==> config.mk <==
export PLATFORM = sky130hd
export DESIGN_NAME = mcsd_regs
export DESIGN_NICKNAME = d
export VERILOG_FILES = /design/src/mcsd_pkg.sv /design/src/mcsd_regs.sv
export VERILOG_INCLUDE_DIRS = /design/src /design/src/src
export SDC_FILE = /design/constraint.sdc
export NUM_CORES = 1
export LEC_CHECK = 0
export ABC_AREA = 1
export BUFFER_PORTS_ARGS = -buffer_cell sky130_fd_sc_hd__buf_2
export CAP_MARGIN = 10
export CORE_MARGIN = 2
export CORE_UTILIZATION = 62
export CTS_BUF_LIST = sky130_fd_sc_hd__clkbuf_8 sky130_fd_sc_hd__clkbuf_16
export DETAILED_ROUTE_END_ITERATION = 10
export PLACE_DENSITY_LB_ADDON = 0.08
export SETUP_SLACK_MARGIN = 0.15
export SYNTH_ARGS = -nofsm -noshare
export SYNTH_HDL_FRONTEND = slang
export SYNTH_SLANG_ARGS = --single-unit
==> constraint.sdc <==
create_clock -name clk_sys_i -period 12.3 [get_ports clk_sys_i]
set_clock_uncertainty 0.05 [all_clocks]
set_input_delay 1.845 -clock clk_sys_i [delete_from_list [all_inputs] [get_ports clk_sys_i]]
set_output_delay 1.845 -clock clk_sys_i [all_outputs]
set_load 0.02 [all_outputs]
==> src/mcsd_consts.svh <==
// Purpose: offsets, field positions, reset values and codes of the status/debug bank
// Assumes: offsets are byte offsets on the serial target port
// Notes:   definitions only
`ifndef MCSD_CONSTS_SVH
`define MCSD_CONSTS_SVH

// register offsets
`define MCSD_OFF_CTRL_FAULT   12'h002
`define MCSD_OFF_DEBUG_TWO    12'h00e
`define MCSD_OFF_ALGORITHM_STATUS  12'h0e4
`define MCSD_OFF_MOTOR_PARAM  12'h0e6
`define MCSD_OFF_MEAS_STATUS  12'h0e8
`define MCSD_OFF_DEBUG_ONE    12'h0ec
`define MCSD_OFF_CUR_GAIN     12'h0f0
`define MCSD_OFF_SPD_GAIN     12'h0f2
`define MCSD_OFF_MONITOR_CTRL 12'h0f4
`define MCSD_OFF_NVM_KEY      12'h0f6
`define MCSD_OFF_NVM_FAULT    12'h24c

// controller fault field positions
`define MCSD_CF_SUMMARY      31
`define MCSD_CF_LOST_C       27
`define MCSD_CF_LOST_B       26
`define MCSD_CF_LOST_A       25
`define MCSD_CF_EMF_MEAS_ERR 24
`define MCSD_CF_ABN_RATE     23
`define MCSD_CF_ABN_EMF      22
`define MCSD_CF_PHASE_LOSS   21
`define MCSD_CF_LOCK_SUM     20
`define MCSD_CF_LOCK_LIMIT   19
`define MCSD_CF_HW_LOCK      18
`define MCSD_CF_SUPPLY_LOW   17
`define MCSD_CF_SUPPLY_HIGH  16
`define MCSD_CF_SPD_SAT      15
`define MCSD_CF_CUR_SAT      14
`define MCSD_CF_MAX_SPD_SAT  13
`define MCSD_CF_PWR_SAT      12
`define MCSD_CF_NVM_WR_LOCK  11
`define MCSD_CF_NVM_RD_LOCK  10
`define MCSD_CF_DRY_RUN      9
`define MCSD_CF_BUS_CRC      6
`define MCSD_CF_NVM_ERR      5
`define MCSD_CF_WATCHDOG     3

// nvm fault field positions
`define MCSD_NF_CRC    4
`define MCSD_NF_PARITY 2

// algorithm status, motor parameter and measurement status fields
`define MCSD_AS_MOD_LSB   16
`define MCSD_AS_DUTY_LSB  4
`define MCSD_AS_READY     2
`define MCSD_MP_EMF_LSB   16
`define MCSD_MS_EMF_DONE  29
`define MCSD_MS_GAIN_DONE 28

// debug one fields
`define MCSD_D1_OVERRIDE   31
`define MCSD_D1_REF_LSB    16
`define MCSD_D1_OPEN_LOOP  15
`define MCSD_D1_ALIGN_HOLD 14
`define MCSD_D1_FORCE_IPD  12
`define MCSD_D1_FORCE_ISD  11

// writable masks and reset values
`define MCSD_D1_WMASK 32'hffffd800
`define MCSD_D2_WMASK 32'h07ffffe7
`define MCSD_D1_RESET 32'h00000000
`define MCSD_D2_RESET 32'h00000000

// reference source and startup codes
`define MCSD_SPEED_MODE_REG    2'h2
`define MCSD_STARTUP_ALIGN     2'h1
`define MCSD_STARTUP_DBL_ALIGN 2'h2

// serial target address, arbitrary value
`define MCSD_TARGET_ADDR 7'h01

`endif

==> src/mcsd_pkg.sv <==
// Purpose: types of the status/debug bank
// Assumes: none
// Notes:   core-side status travels as packed structs
`default_nettype none

package mcsd_pkg;

  typedef struct packed {
    logic lost_phase_c_flag;
    logic lost_phase_b_flag;
    logic lost_phase_a_flag;
    logic emf_measure_error;
    logic abnormal_rate_lock;
    logic abnormal_emf_lock;
    logic phase_loss_flag;
    logic lock_limit;
    logic hw_lock_limit;
    logic supply_low_flag;
    logic supply_high_flag;
    logic speed_loop_sat;
    logic current_loop_sat;
    logic max_speed_sat;
    logic bus_power_sat;
    logic nvm_write_lock;
    logic nvm_read_lock;
    logic dry_run;
    logic bus_crc_fault;
    logic nvm_error;
    logic watchdog_fault;
  } mcsd_ctrl_flt_s;

  typedef struct packed {
    logic nvm_crc_error;
    logic nvm_parity_error;
  } mcsd_nvm_flt_s;

  typedef struct packed {
    logic [15:0] applied_mod_index;
    logic [11:0] duty_cmd;
    logic        system_ready_flag;
    logic [7:0]  measured_emf_constant;
    logic        emf_measure_done;
    logic        gain_calc_done;
  } mcsd_algo_s;

  typedef struct packed {
    logic        ref_from_reg;
    logic [14:0] ref_cmd;
    logic        open_loop_force;
    logic        align_hold;
    logic        force_ipd;
    logic        force_isd;
  } mcsd_ctl_s;

  typedef enum logic [2:0] {
    ST_IDLE,
    ST_ADDR,
    ST_ACK,
    ST_WRITE,
    ST_READ,
    ST_RACK
  } mcsd_state_e;

endpackage : mcsd_pkg

`default_nettype wire

==> src/mcsd_regs.sv <==
// Purpose: status and debug register bank behind a serial two-wire target port
// Assumes: scl_i and sda_i are already synchronous to clk_sys_i
// Notes:   frame = addr, offset hi, offset lo, data bytes lsb first; read after offset write
//
// Functional notes
// - fault summary bit 31 is OR of all controller fault flags
// - bits 27..25 name which lost phase caused the no-motor fault
// - abnormal speed bit 23, abnormal emf bit 22, no motor bit 21
// - lock summary bit 20 set when any motor lock triggers
// - supply undervoltage bit 17, overvoltage bit 16
// - saturation flags at bits 15, 14, 13, 12
// - nvm write lock bit 11, read lock bit 10
// - dry run detection at bit 9
// - serial packet crc failure at bit 6
// - emf constant measurement error at bit 24
// - nvm crc error bit 4, parity error bit 2, 32-bit register
// - modulation index in bits 31..16
// - 12-bit duty command in bits 15..4
// - ready flag bit 2 low while defaults copy, high once host may write
// - measured emf constant in bits 23..16, read only
// - emf measurement done at bit 29, low until complete
// - gain calculation done at bit 28
// - override bit 31 takes reference from register regardless of source
// - reference field bits 30..16 used when override or source equals 2
// - bit 15 forces open-loop commutation
// - bit 14 holds align state when startup is single or double align
`timescale 1ns/1ns
`default_nettype none
`include "mcsd_consts.svh"

module mcsd_regs
  import mcsd_pkg::*;
#(
  parameter logic [6:0] TARGET_ADDR = `MCSD_TARGET_ADDR
)(
  input  wire logic           clk_sys_i,
  input  wire logic           rst_i,
  input  wire logic           scl_i,
  input  wire logic           sda_i,
  output logic                sda_o,
  output logic                sda_oe_o,
  input  wire mcsd_ctrl_flt_s ctrl_flt_i,
  input  wire mcsd_nvm_flt_s  nvm_flt_i,
  input  wire mcsd_algo_s     algo_i,
  input  wire logic [1:0]     speed_mode_i,
  input  wire logic [1:0]     startup_method_i,
  output mcsd_ctl_s           ctl_o,
  output logic [31:0]         debug_two_o
);

  ////////////////////////////////////////////////////////////////////////////
  // status snapshot

  mcsd_ctrl_flt_s ctrl_reg;
  mcsd_nvm_flt_s  nvm_reg;
  mcsd_algo_s     algo_reg;

  always_ff @(posedge clk_sys_i or posedge rst_i)
  begin
    if (rst_i)
    begin
      ctrl_reg <= '0;
      nvm_reg  <= '0;
      algo_reg <= '0;
    end
    else
    begin
      ctrl_reg <= ctrl_flt_i;
      nvm_reg  <= nvm_flt_i;
      algo_reg <= algo_i;
    end
  end

  logic [31:0] flt_word;
  logic [31:0] nvm_word;
  logic [31:0] algo_word;
  logic [31:0] param_word;
  logic [31:0] meas_word;

  // reserved bits stay zero by the defaults
  always_comb
  begin
    flt_word = 32'h0000_0000;
    flt_word[`MCSD_CF_LOST_C]       = ctrl_reg.lost_phase_c_flag;
    flt_word[`MCSD_CF_LOST_B]       = ctrl_reg.lost_phase_b_flag;
    flt_word[`MCSD_CF_LOST_A]       = ctrl_reg.lost_phase_a_flag;
    flt_word[`MCSD_CF_EMF_MEAS_ERR] = ctrl_reg.emf_measure_error;
    flt_word[`MCSD_CF_ABN_RATE]     = ctrl_reg.abnormal_rate_lock;
    flt_word[`MCSD_CF_ABN_EMF]      = ctrl_reg.abnormal_emf_lock;
    flt_word[`MCSD_CF_PHASE_LOSS]   = ctrl_reg.phase_loss_flag;
    flt_word[`MCSD_CF_LOCK_SUM]     = ctrl_reg.abnormal_rate_lock | ctrl_reg.abnormal_emf_lock
                                      | ctrl_reg.phase_loss_flag;
    flt_word[`MCSD_CF_LOCK_LIMIT]   = ctrl_reg.lock_limit;
    flt_word[`MCSD_CF_HW_LOCK]      = ctrl_reg.hw_lock_limit;
    flt_word[`MCSD_CF_SUPPLY_LOW]   = ctrl_reg.supply_low_flag;
    flt_word[`MCSD_CF_SUPPLY_HIGH]  = ctrl_reg.supply_high_flag;
    flt_word[`MCSD_CF_SPD_SAT]      = ctrl_reg.speed_loop_sat;
    flt_word[`MCSD_CF_CUR_SAT]      = ctrl_reg.current_loop_sat;
    flt_word[`MCSD_CF_MAX_SPD_SAT]  = ctrl_reg.max_speed_sat;
    flt_word[`MCSD_CF_PWR_SAT]      = ctrl_reg.bus_power_sat;
    flt_word[`MCSD_CF_NVM_WR_LOCK]  = ctrl_reg.nvm_write_lock;
    flt_word[`MCSD_CF_NVM_RD_LOCK]  = ctrl_reg.nvm_read_lock;
    flt_word[`MCSD_CF_DRY_RUN]      = ctrl_reg.dry_run;
    flt_word[`MCSD_CF_BUS_CRC]      = ctrl_reg.bus_crc_fault;
    flt_word[`MCSD_CF_NVM_ERR]      = ctrl_reg.nvm_error;
    flt_word[`MCSD_CF_WATCHDOG]     = ctrl_reg.watchdog_fault;
    flt_word[`MCSD_CF_SUMMARY]      = |flt_word[30:0];

    nvm_word = 32'h0000_0000;
    nvm_word[`MCSD_NF_CRC]    = nvm_reg.nvm_crc_error;
    nvm_word[`MCSD_NF_PARITY] = nvm_reg.nvm_parity_error;

    algo_word = 32'h0000_0000;
    algo_word[`MCSD_AS_MOD_LSB +: 16] = algo_reg.applied_mod_index;
    algo_word[`MCSD_AS_DUTY_LSB +: 12] = algo_reg.duty_cmd;
    algo_word[`MCSD_AS_READY] = algo_reg.system_ready_flag;

    param_word = 32'h0000_0000;
    param_word[`MCSD_MP_EMF_LSB +: 8] = algo_reg.measured_emf_constant;

    meas_word = 32'h0000_0000;
    meas_word[`MCSD_MS_EMF_DONE]  = algo_reg.emf_measure_done;
    meas_word[`MCSD_MS_GAIN_DONE] = algo_reg.gain_calc_done;
  end

  ////////////////////////////////////////////////////////////////////////////
  // serial target line sensing

  logic scl_reg;
  logic sda_reg;

  always_ff @(posedge clk_sys_i or posedge rst_i)
  begin
    if (rst_i)
    begin
      scl_reg <= 1'b1;
      sda_reg <= 1'b1;
    end
    else
    begin
      scl_reg <= scl_i;
      sda_reg <= sda_i;
    end
  end

  wire scl_rise = scl_i & ~scl_reg;
  wire scl_fall = ~scl_i & scl_reg;
  wire bus_start = scl_i & scl_reg & sda_reg & ~sda_i;
  wire bus_stop  = scl_i & scl_reg & ~sda_reg & sda_i;

  ////////////////////////////////////////////////////////////////////////////
  // frame state machine

  mcsd_state_e state_reg;
  logic [7:0]  rx_reg;
  logic [7:0]  tx_reg;
  logic [2:0]  bit_reg;
  logic [2:0]  byte_reg;
  logic        rw_reg;
  logic        ack_on_reg;
  logic        tx_en_reg;
  logic        to_read_reg;
  logic [11:0] offset_reg;
  logic [23:0] wdata_reg;
  logic [31:0] rdata_reg;
  logic        wr_stb_reg;
  logic [31:0] wr_data_reg;
  logic [31:0] debug_one_reg;
  logic [31:0] debug_two_reg;

  wire [7:0] rx_full  = {rx_reg[6:0], sda_i};
  wire       byte_end = scl_rise & (bit_reg == 3'h7);

  logic [31:0] rd_word;
  // unlisted and left-out offsets read zero
  assign rd_word = (offset_reg == `MCSD_OFF_CTRL_FAULT)   ? flt_word :
                   (offset_reg == `MCSD_OFF_NVM_FAULT)    ? nvm_word :
                   (offset_reg == `MCSD_OFF_ALGORITHM_STATUS)  ? algo_word :
                   (offset_reg == `MCSD_OFF_MOTOR_PARAM)  ? param_word :
                   (offset_reg == `MCSD_OFF_MEAS_STATUS)  ? meas_word :
                   (offset_reg == `MCSD_OFF_DEBUG_ONE)    ? debug_one_reg :
                   (offset_reg == `MCSD_OFF_DEBUG_TWO)    ? debug_two_reg : 32'h0000_0000;

  wire [7:0] rd_byte = (byte_reg < 3'h4) ? rdata_reg[{byte_reg[1:0], 3'h0} +: 8] : 8'h00;

  always_ff @(posedge clk_sys_i or posedge rst_i)
  begin
    if (rst_i)
    begin
      state_reg   <= ST_IDLE;
      rx_reg      <= 8'h00;
      tx_reg      <= 8'hff;
      bit_reg     <= 3'h0;
      byte_reg    <= 3'h0;
      rw_reg      <= 1'b0;
      ack_on_reg  <= 1'b0;
      tx_en_reg   <= 1'b0;
      to_read_reg <= 1'b0;
      offset_reg  <= 12'h000;
      wdata_reg   <= 24'h00_0000;
      rdata_reg   <= 32'h0000_0000;
      wr_stb_reg  <= 1'b0;
      wr_data_reg <= 32'h0000_0000;
    end
    else
    begin
      wr_stb_reg <= 1'b0;
      if (bus_start)
      begin
        state_reg  <= ST_ADDR;
        bit_reg    <= 3'h0;
        ack_on_reg <= 1'b0;
        tx_en_reg  <= 1'b0;
      end
      else if (bus_stop)
      begin
        state_reg  <= ST_IDLE;
        ack_on_reg <= 1'b0;
        tx_en_reg  <= 1'b0;
      end
      else
      begin
        if (scl_rise)
        begin
          rx_reg  <= rx_full;
          bit_reg <= bit_reg + 3'h1;
        end
        unique case (state_reg)
          ST_IDLE:
          begin
          end
          ST_ADDR:
          begin
            if (byte_end)
            begin
              if (rx_full[7:1] == TARGET_ADDR)
              begin
                rw_reg      <= rx_full[0];
                to_read_reg <= rx_full[0];
                byte_reg    <= 3'h0;
                rdata_reg   <= rd_word;
                state_reg   <= ST_ACK;
              end
              else
              begin
                state_reg <= ST_IDLE;
              end
            end
          end
          ST_ACK:
          begin
            if (scl_fall)
            begin
              ack_on_reg <= ~ack_on_reg;
              if (ack_on_reg)
              begin
                bit_reg   <= 3'h0;
                state_reg <= to_read_reg ? ST_READ : ST_WRITE;
                tx_reg    <= rd_byte;
                tx_en_reg <= to_read_reg;
              end
            end
          end
          ST_WRITE:
          begin
            if (byte_end)
            begin
              state_reg   <= ST_ACK;
              to_read_reg <= 1'b0;
              if (byte_reg != 3'h7)
              begin
                byte_reg <= byte_reg + 3'h1;
              end
              unique case (byte_reg)
                3'h0: offset_reg[11:8] <= rx_full[3:0];
                3'h1: offset_reg[7:0]  <= rx_full;
                3'h2: wdata_reg[7:0]   <= rx_full;
                3'h3: wdata_reg[15:8]  <= rx_full;
                3'h4: wdata_reg[23:16] <= rx_full;
                3'h5:
                begin
                  wr_stb_reg  <= 1'b1;
                  wr_data_reg <= {rx_full, wdata_reg};
                end
                default:
                begin
                end
              endcase
            end
          end
          ST_READ:
          begin
            // first fall after a controller ack only turns the driver on
            // bit 0 must stand until scl falls, else the release looks like a stop
            if (scl_fall & tx_en_reg)
            begin
              if (bit_reg == 3'h0)
              begin
                state_reg <= ST_RACK;
                byte_reg  <= byte_reg + 3'h1;
              end
              else
              begin
                tx_reg <= {tx_reg[6:0], 1'b1};
              end
            end
          end
          ST_RACK:
          begin
            // controller nack ends the read; ack reloads the next byte
            if (scl_rise)
            begin
              bit_reg   <= 3'h0;
              tx_reg    <= rd_byte;
              tx_en_reg <= 1'b0;
              state_reg <= sda_i ? ST_IDLE : ST_READ;
            end
          end
        endcase
        if ((state_reg == ST_READ) & scl_fall)
        begin
          tx_en_reg <= 1'b1;
        end
      end
    end
  end

  // open drain: only ever pull low, never while scl is high at a new bit
  assign sda_o    = 1'b0;
  assign sda_oe_o = ((state_reg == ST_ACK) & ack_on_reg)
                    | ((state_reg == ST_READ) & tx_en_reg & ~tx_reg[7]);

  ////////////////////////////////////////////////////////////////////////////
  // debug control registers

  // writes land only once defaults are loaded, else the copy would clobber them
  wire wr_ok  = wr_stb_reg & algo_reg.system_ready_flag;
  wire wr_one = wr_ok & (offset_reg == `MCSD_OFF_DEBUG_ONE);
  wire wr_two = wr_ok & (offset_reg == `MCSD_OFF_DEBUG_TWO);

  always_ff @(posedge clk_sys_i or posedge rst_i)
  begin
    if (rst_i)
    begin
      debug_one_reg <= `MCSD_D1_RESET;
      debug_two_reg <= `MCSD_D2_RESET;
    end
    else
    begin
      // read-only and reserved bits masked off
      if (wr_one)
      begin
        debug_one_reg <= wr_data_reg & `MCSD_D1_WMASK;
      end
      if (wr_two)
      begin
        debug_two_reg <= wr_data_reg & `MCSD_D2_WMASK;
      end
    end
  end

  ////////////////////////////////////////////////////////////////////////////
  // controls to the core

  mcsd_ctl_s ctl_reg;

  wire ref_sel = debug_one_reg[`MCSD_D1_OVERRIDE] | (speed_mode_i == `MCSD_SPEED_MODE_REG);
  // align hold only for align startups
  wire align_start = (startup_method_i == `MCSD_STARTUP_ALIGN)
                     | (startup_method_i == `MCSD_STARTUP_DBL_ALIGN);

  always_ff @(posedge clk_sys_i or posedge rst_i)
  begin
    if (rst_i)
    begin
      ctl_reg <= '0;
    end
    else
    begin
      ctl_reg.ref_from_reg    <= ref_sel;
      ctl_reg.ref_cmd         <= debug_one_reg[`MCSD_D1_REF_LSB +: 15];
      ctl_reg.open_loop_force <= debug_one_reg[`MCSD_D1_OPEN_LOOP];
      ctl_reg.align_hold      <= debug_one_reg[`MCSD_D1_ALIGN_HOLD] & align_start;
      ctl_reg.force_ipd       <= debug_one_reg[`MCSD_D1_FORCE_IPD];
      ctl_reg.force_isd       <= debug_one_reg[`MCSD_D1_FORCE_ISD];
    end
  end

  assign ctl_o       = ctl_reg;
  assign debug_two_o = debug_two_reg;

endmodule : mcsd_regs

`default_nettype wire

=== Yosys cells after proc, flatten, opt, wreduce, memory -nomap -nowiden ===
Index checks and enable logic that the tools add are counted.

* Bits in registers: 257
* Latch bits: 0
* Bits in writable memories: 0
* ROM bits: 0
* Input port bits: 70
* Output and inout bits: 54
* Memories: 0

* Add/sub/neg operators: 2
* Multipliers: 0
* Divide/modulo/power cells: 0
* Order comparisons: 1
* Eq/ne operators: 44
* Shift-type cells: 1
* Mux-type cells: 61
* Bitwise gates (word level): 30
* Reductions and logical operators: 24

{| class="wikitable"
|+ Operator list
! cell !! count
|-
| 32-bit 2-to-1 mux || 6
|-
| 3-bit 2-to-1 mux || 23
|-
| 12-bit by 8-bit == test with 1-bit output, second input constant || 4
|-
| 8-bit 2-to-1 mux || 6
|-
| 5-bit AND reduction || 7
|-
| 32-bit by 6-bit indexed part select with 8-bit output || 1
|-
| 4-bit != test, second input constant || 7
|-
| 27-bit 2-to-1 mux || 1
|-
| 8-bit one-hot mux with 3 select lines || 1
|-
| 2-bit != test, second input constant || 11
|-
| 22-bit OR reduction || 1
|-
| 1-bit 2-to-1 mux || 18
|-
| 1-bit bitwise AND || 17
|-
| 8-bit AND reduction || 2
|-
| 3-bit == test, second input constant || 5
|-
| 5-bit != test, second input constant || 3
|-
| 3-bit one-hot mux with 5 select lines || 1
|-
| 12-bit by 10-bit == test with 1-bit output, second input constant || 1
|-
| 12-bit by 2-bit == test with 1-bit output, second input constant || 1
|-
| 12-bit by 4-bit == test with 1-bit output, second input constant || 1
|-
| 3-bit by 2-bit == test with 1-bit output, second input constant || 4
|-
| 3-bit nonzero test || 4
|-
| 3-bit one-hot mux with 3 select lines || 1
|-
| 9-bit AND reduction || 1
|-
| other kinds (20) || 36
|}

=== Logic depth before layout (Yosys ltp) ===
* Word-level depth: 8
* Depth in mapped cells: 12
* Depth with buffers taken out: 12

=== Worst setup path before layout ===
Ideal clock, no wire load.

* Path type: register to output
* From: register state_reg[1]
* To: output sda_oe_o
* Data arrival time: 1.317 ns
* Data required time: 10.405 ns
* Slack: 9.088 ns
* Stages on the path, launching flop included: 4
* Cell sequence: dfrtp_1 > nor2_1 > nand2_1 > o32ai_1

* Longest elaborated chain between the ends: 4
* Elaborated cells between the ends (all ways): 6

{| class="wikitable"
|+ Ends and longest elaborated chain
! item !! line !! RTL
|-
| start: declaration || mcsd_regs.sv:154 || <nowiki>mcsd_state_e state_reg;</nowiki>
|-
| start signal: assignment || mcsd_regs.sv:258 || <nowiki>state_reg <= to_read_reg ? ST_READ : ST_WRITE;</nowiki>
|-
| start signal: assignment || mcsd_regs.sv:316 || <nowiki>state_reg <= sda_i ? ST_IDLE : ST_READ;</nowiki>
|-
| 3-bit == test || mcsd_regs.sv:331 || <nowiki>| ((state_reg == ST_READ) & tx_en_reg & ~tx_reg[7]);</nowiki>
|-
| 1-bit bitwise AND (2 in a row) || mcsd_regs.sv:331 ||
|-
| 1-bit OR * || mcsd_regs.sv:331 ||
|-
| end: declaration || mcsd_regs.sv:41 || <nowiki>output logic sda_oe_o,</nowiki>
|}

Every way passes the cells marked *; elsewhere a longest branch is shown, timed or not.

=== Worst setup path in the final report ===
Ends and elaborated chain as after synthesis.

==> reports/metrics.yaml <==
ys_async_sr_fraction_pct: 100
placed_area_mm2: 0.0110
initialDrtViolationCount: 715
largest_reg_flops: 39
rr_worst_depth: 7
path_class: "flop to output port"
timing.hold.worst_endpoint: "ctl_o[9]$_DFF_PP0_"
path_clk_slew_ns: 0.06
cp.required_ns: 10.40
cts_buffers: 26
maxSlewViolCount: 0
tightest_slew_ns: 0.967
worstHoldPathCells: 0
ir_worst_vdd_uv: 108
ctsResizeCount: 0
r2r_start: "rx_reg[1]$_DFFE_PP0P_"
first_pass_iters: 5
cap_violations: 0
placed_cells: 1424
fin_crit_sh_pct: 30.4
die-height_um: 133
stdcell_count: 1472
syn_inst: 1122
antenna_left: 0
n_antenna_cell: 0
synth_edf_count: 0
ys_seq_area_share_pct: 61.2
setup_tns_ns: 0
grt_pass1_vias: 7880
die-area_mm2: 0.0178
viasPerCell: 5.51
hp-start: "debug_one_reg[21]$_DFFE_PP0P_"
wl_per_cell_um: 18.0
port-buffer-count: 115
synth.distinct_cells: 40
start_kind: "flop"
core_area_mm2: 0.0165
cts_root_buf: "clkbuf_16"
power_leakage_nw: 6.20
routed_wirelength_mm: 26.4
grt_usage_pct: 30.4
vias: 8106
post_cts_buffers: 0
synthToLayoutAreaGrowth_pct: 15.3
cp-end-kind: "output port"
finalSetupViolations: 0
grt_max_degree: 101
antenna_found_initial: 0
outcome: "finished clean"
fillers: 1269
fp.dieW_um: 133
rr_endpoint: "rdata_reg[13]$_DFFE_PP0P_"
fmax_mhz: 267
clockBufferDepth: 3
h-tree-depth: 1
synthFlopType: "dfrtp_1"
gp_congestion: 0.922
final_nets: 1312
grt-ovfl-total: 0
ys_ff_latch: 253
cts_hold_buf: 0
path_max_fanout: 6
placementRows: 47
fin_crit_ns: 3.74
drive_above_1_share_pct: 17.1
grt_pass1_wl_mm: 42.1
power_density_mw_per_mm2: 165
final-hold-violation-count: 0
drc: 0
start_util_pct: 62.9
fin_area_mm2: 0.0119
dp_hpwl_mm: 17.7
slew_headroom_pct: 35.5
tritoncts: "built"
cts.sinks: 253
reg2reg_slack_ns: 9.58
synth.avg_cell_area_um2: 9.23
syn-cell-area_mm2: 0.0104
synth_warnings: 0
arrival_ns: 1.85
rsz0062_at_grt: "false"
io-pin-count: 124
final_cell_mix: "357 x nand2_1, 243 x dfrtp_1, 115 x buf_2"
postLayoutCoreUtil_pct: 72.5
hold_class: "flop to flop"
clk_latency_ns: 0.53
final_common_cell: "nand2_1"
per-stage QoR:
step           total power [mW]  hold slack, ns  worst slack (ns)
5_1_grt                    2.05           0.371              8.27
2_1_floorplan              1.09           0.324              3.46
6_report                   1.98           0.351              8.56
3_3_place_gp               1.16           0.335              8.07
4_1_cts                    1.97           0.353              8.55
3_5_place_dp               1.16           0.341              8.03
synth_stat cells, drive strengths merged, types with 2 or more instances:
master,number,share of area (%)
nand2,361,13
dfrtp,243,59
o21ai,136,6.8
inv,87,3.2
nor2,86,3.5
nand3,70,3.7
buf,30,1.9
nand4,16,1.0
clkbuf,15,0.54
a21oi,13,0.63
nor3,12,0.69
dfstp,10,2.5
ha,10,1.2
mux2,8,0.87
a22oi,7,0.51
clkinv,3,0.12
o211ai,3,0.22
nand3b,2,0.14
o21bai,2,0.14
or2,2,0.12
critical path: stages (launching register included):
cell and delay (ns):
dfrtp_1 0.46, nor2_1 0.22, nand2_1 0.19, o32ai_1 0.25, buf_2 0.20
layout make-up:
type	instances	area [um2]	share of cell area, %
repair buffers	120	613	5.13
well taps	220	275	2.31
inverters	90	347	2.90
flip-flops and latches	253	6340	53.1
clock buffers	33	758	6.35
multi-input cells	741	3450	28.9
clock inverters	15	150	1.26
cell families after synthesis:
| logic type | synth area share, % |
|---|---|
| muxes | 0.870 |
| DFF | 61.2 |
| other | 0.0362 |
| buffers and inverters | 5.68 |
| adders and majority gates | 1.21 |
| and+or+nand+nor | 22.3 |
| AOI/OAI and AO/OA | 8.61 |
worst max path at each step:
stage / start / end / slack [ns] / depth (start not counted)
after global placement: scl_i / rdata_reg[27]$_DFFE_PP0P_ / 8.07 / 8
after CTS: state_reg[1]$_DFFE_PP0P_ / sda_oe_o / 8.55 / 4
after detailed placement: scl_i / rdata_reg[22]$_DFFE_PP0P_ / 8.03 / 9
final: state_reg[1]$_DFFE_PP0P_ / sda_oe_o / 8.56 / 4
after global routing: scl_i / rdata_reg[27]$_DFFE_PP0P_ / 8.27 / 9
after floorplan: rst_i / ack_on_reg$_DFFE_PP0P_ / 3.46 / 1
report_power, final:
part | leakage [nW] | switching [mW] | internal [mW]
clock network | 0.469 | 0.327 | 0.497
logic | 2.47 | 0.163 | 0.0707
registers | 3.26 | 0.0383 | 0.880
total | 6.20 | 0.528 | 1.45
routing by layer:
metal  vias to the layer above  track usage [%]  wire length (um)
li1                       3805                -                 -
met1                      3919             42.7             11300
met2                       337             48.9             12500
met3                        45             6.70              2040
met4                         0             8.22               641
met5                         -                0                 0
Note: power is estimated with default switching activity, not from simulation.
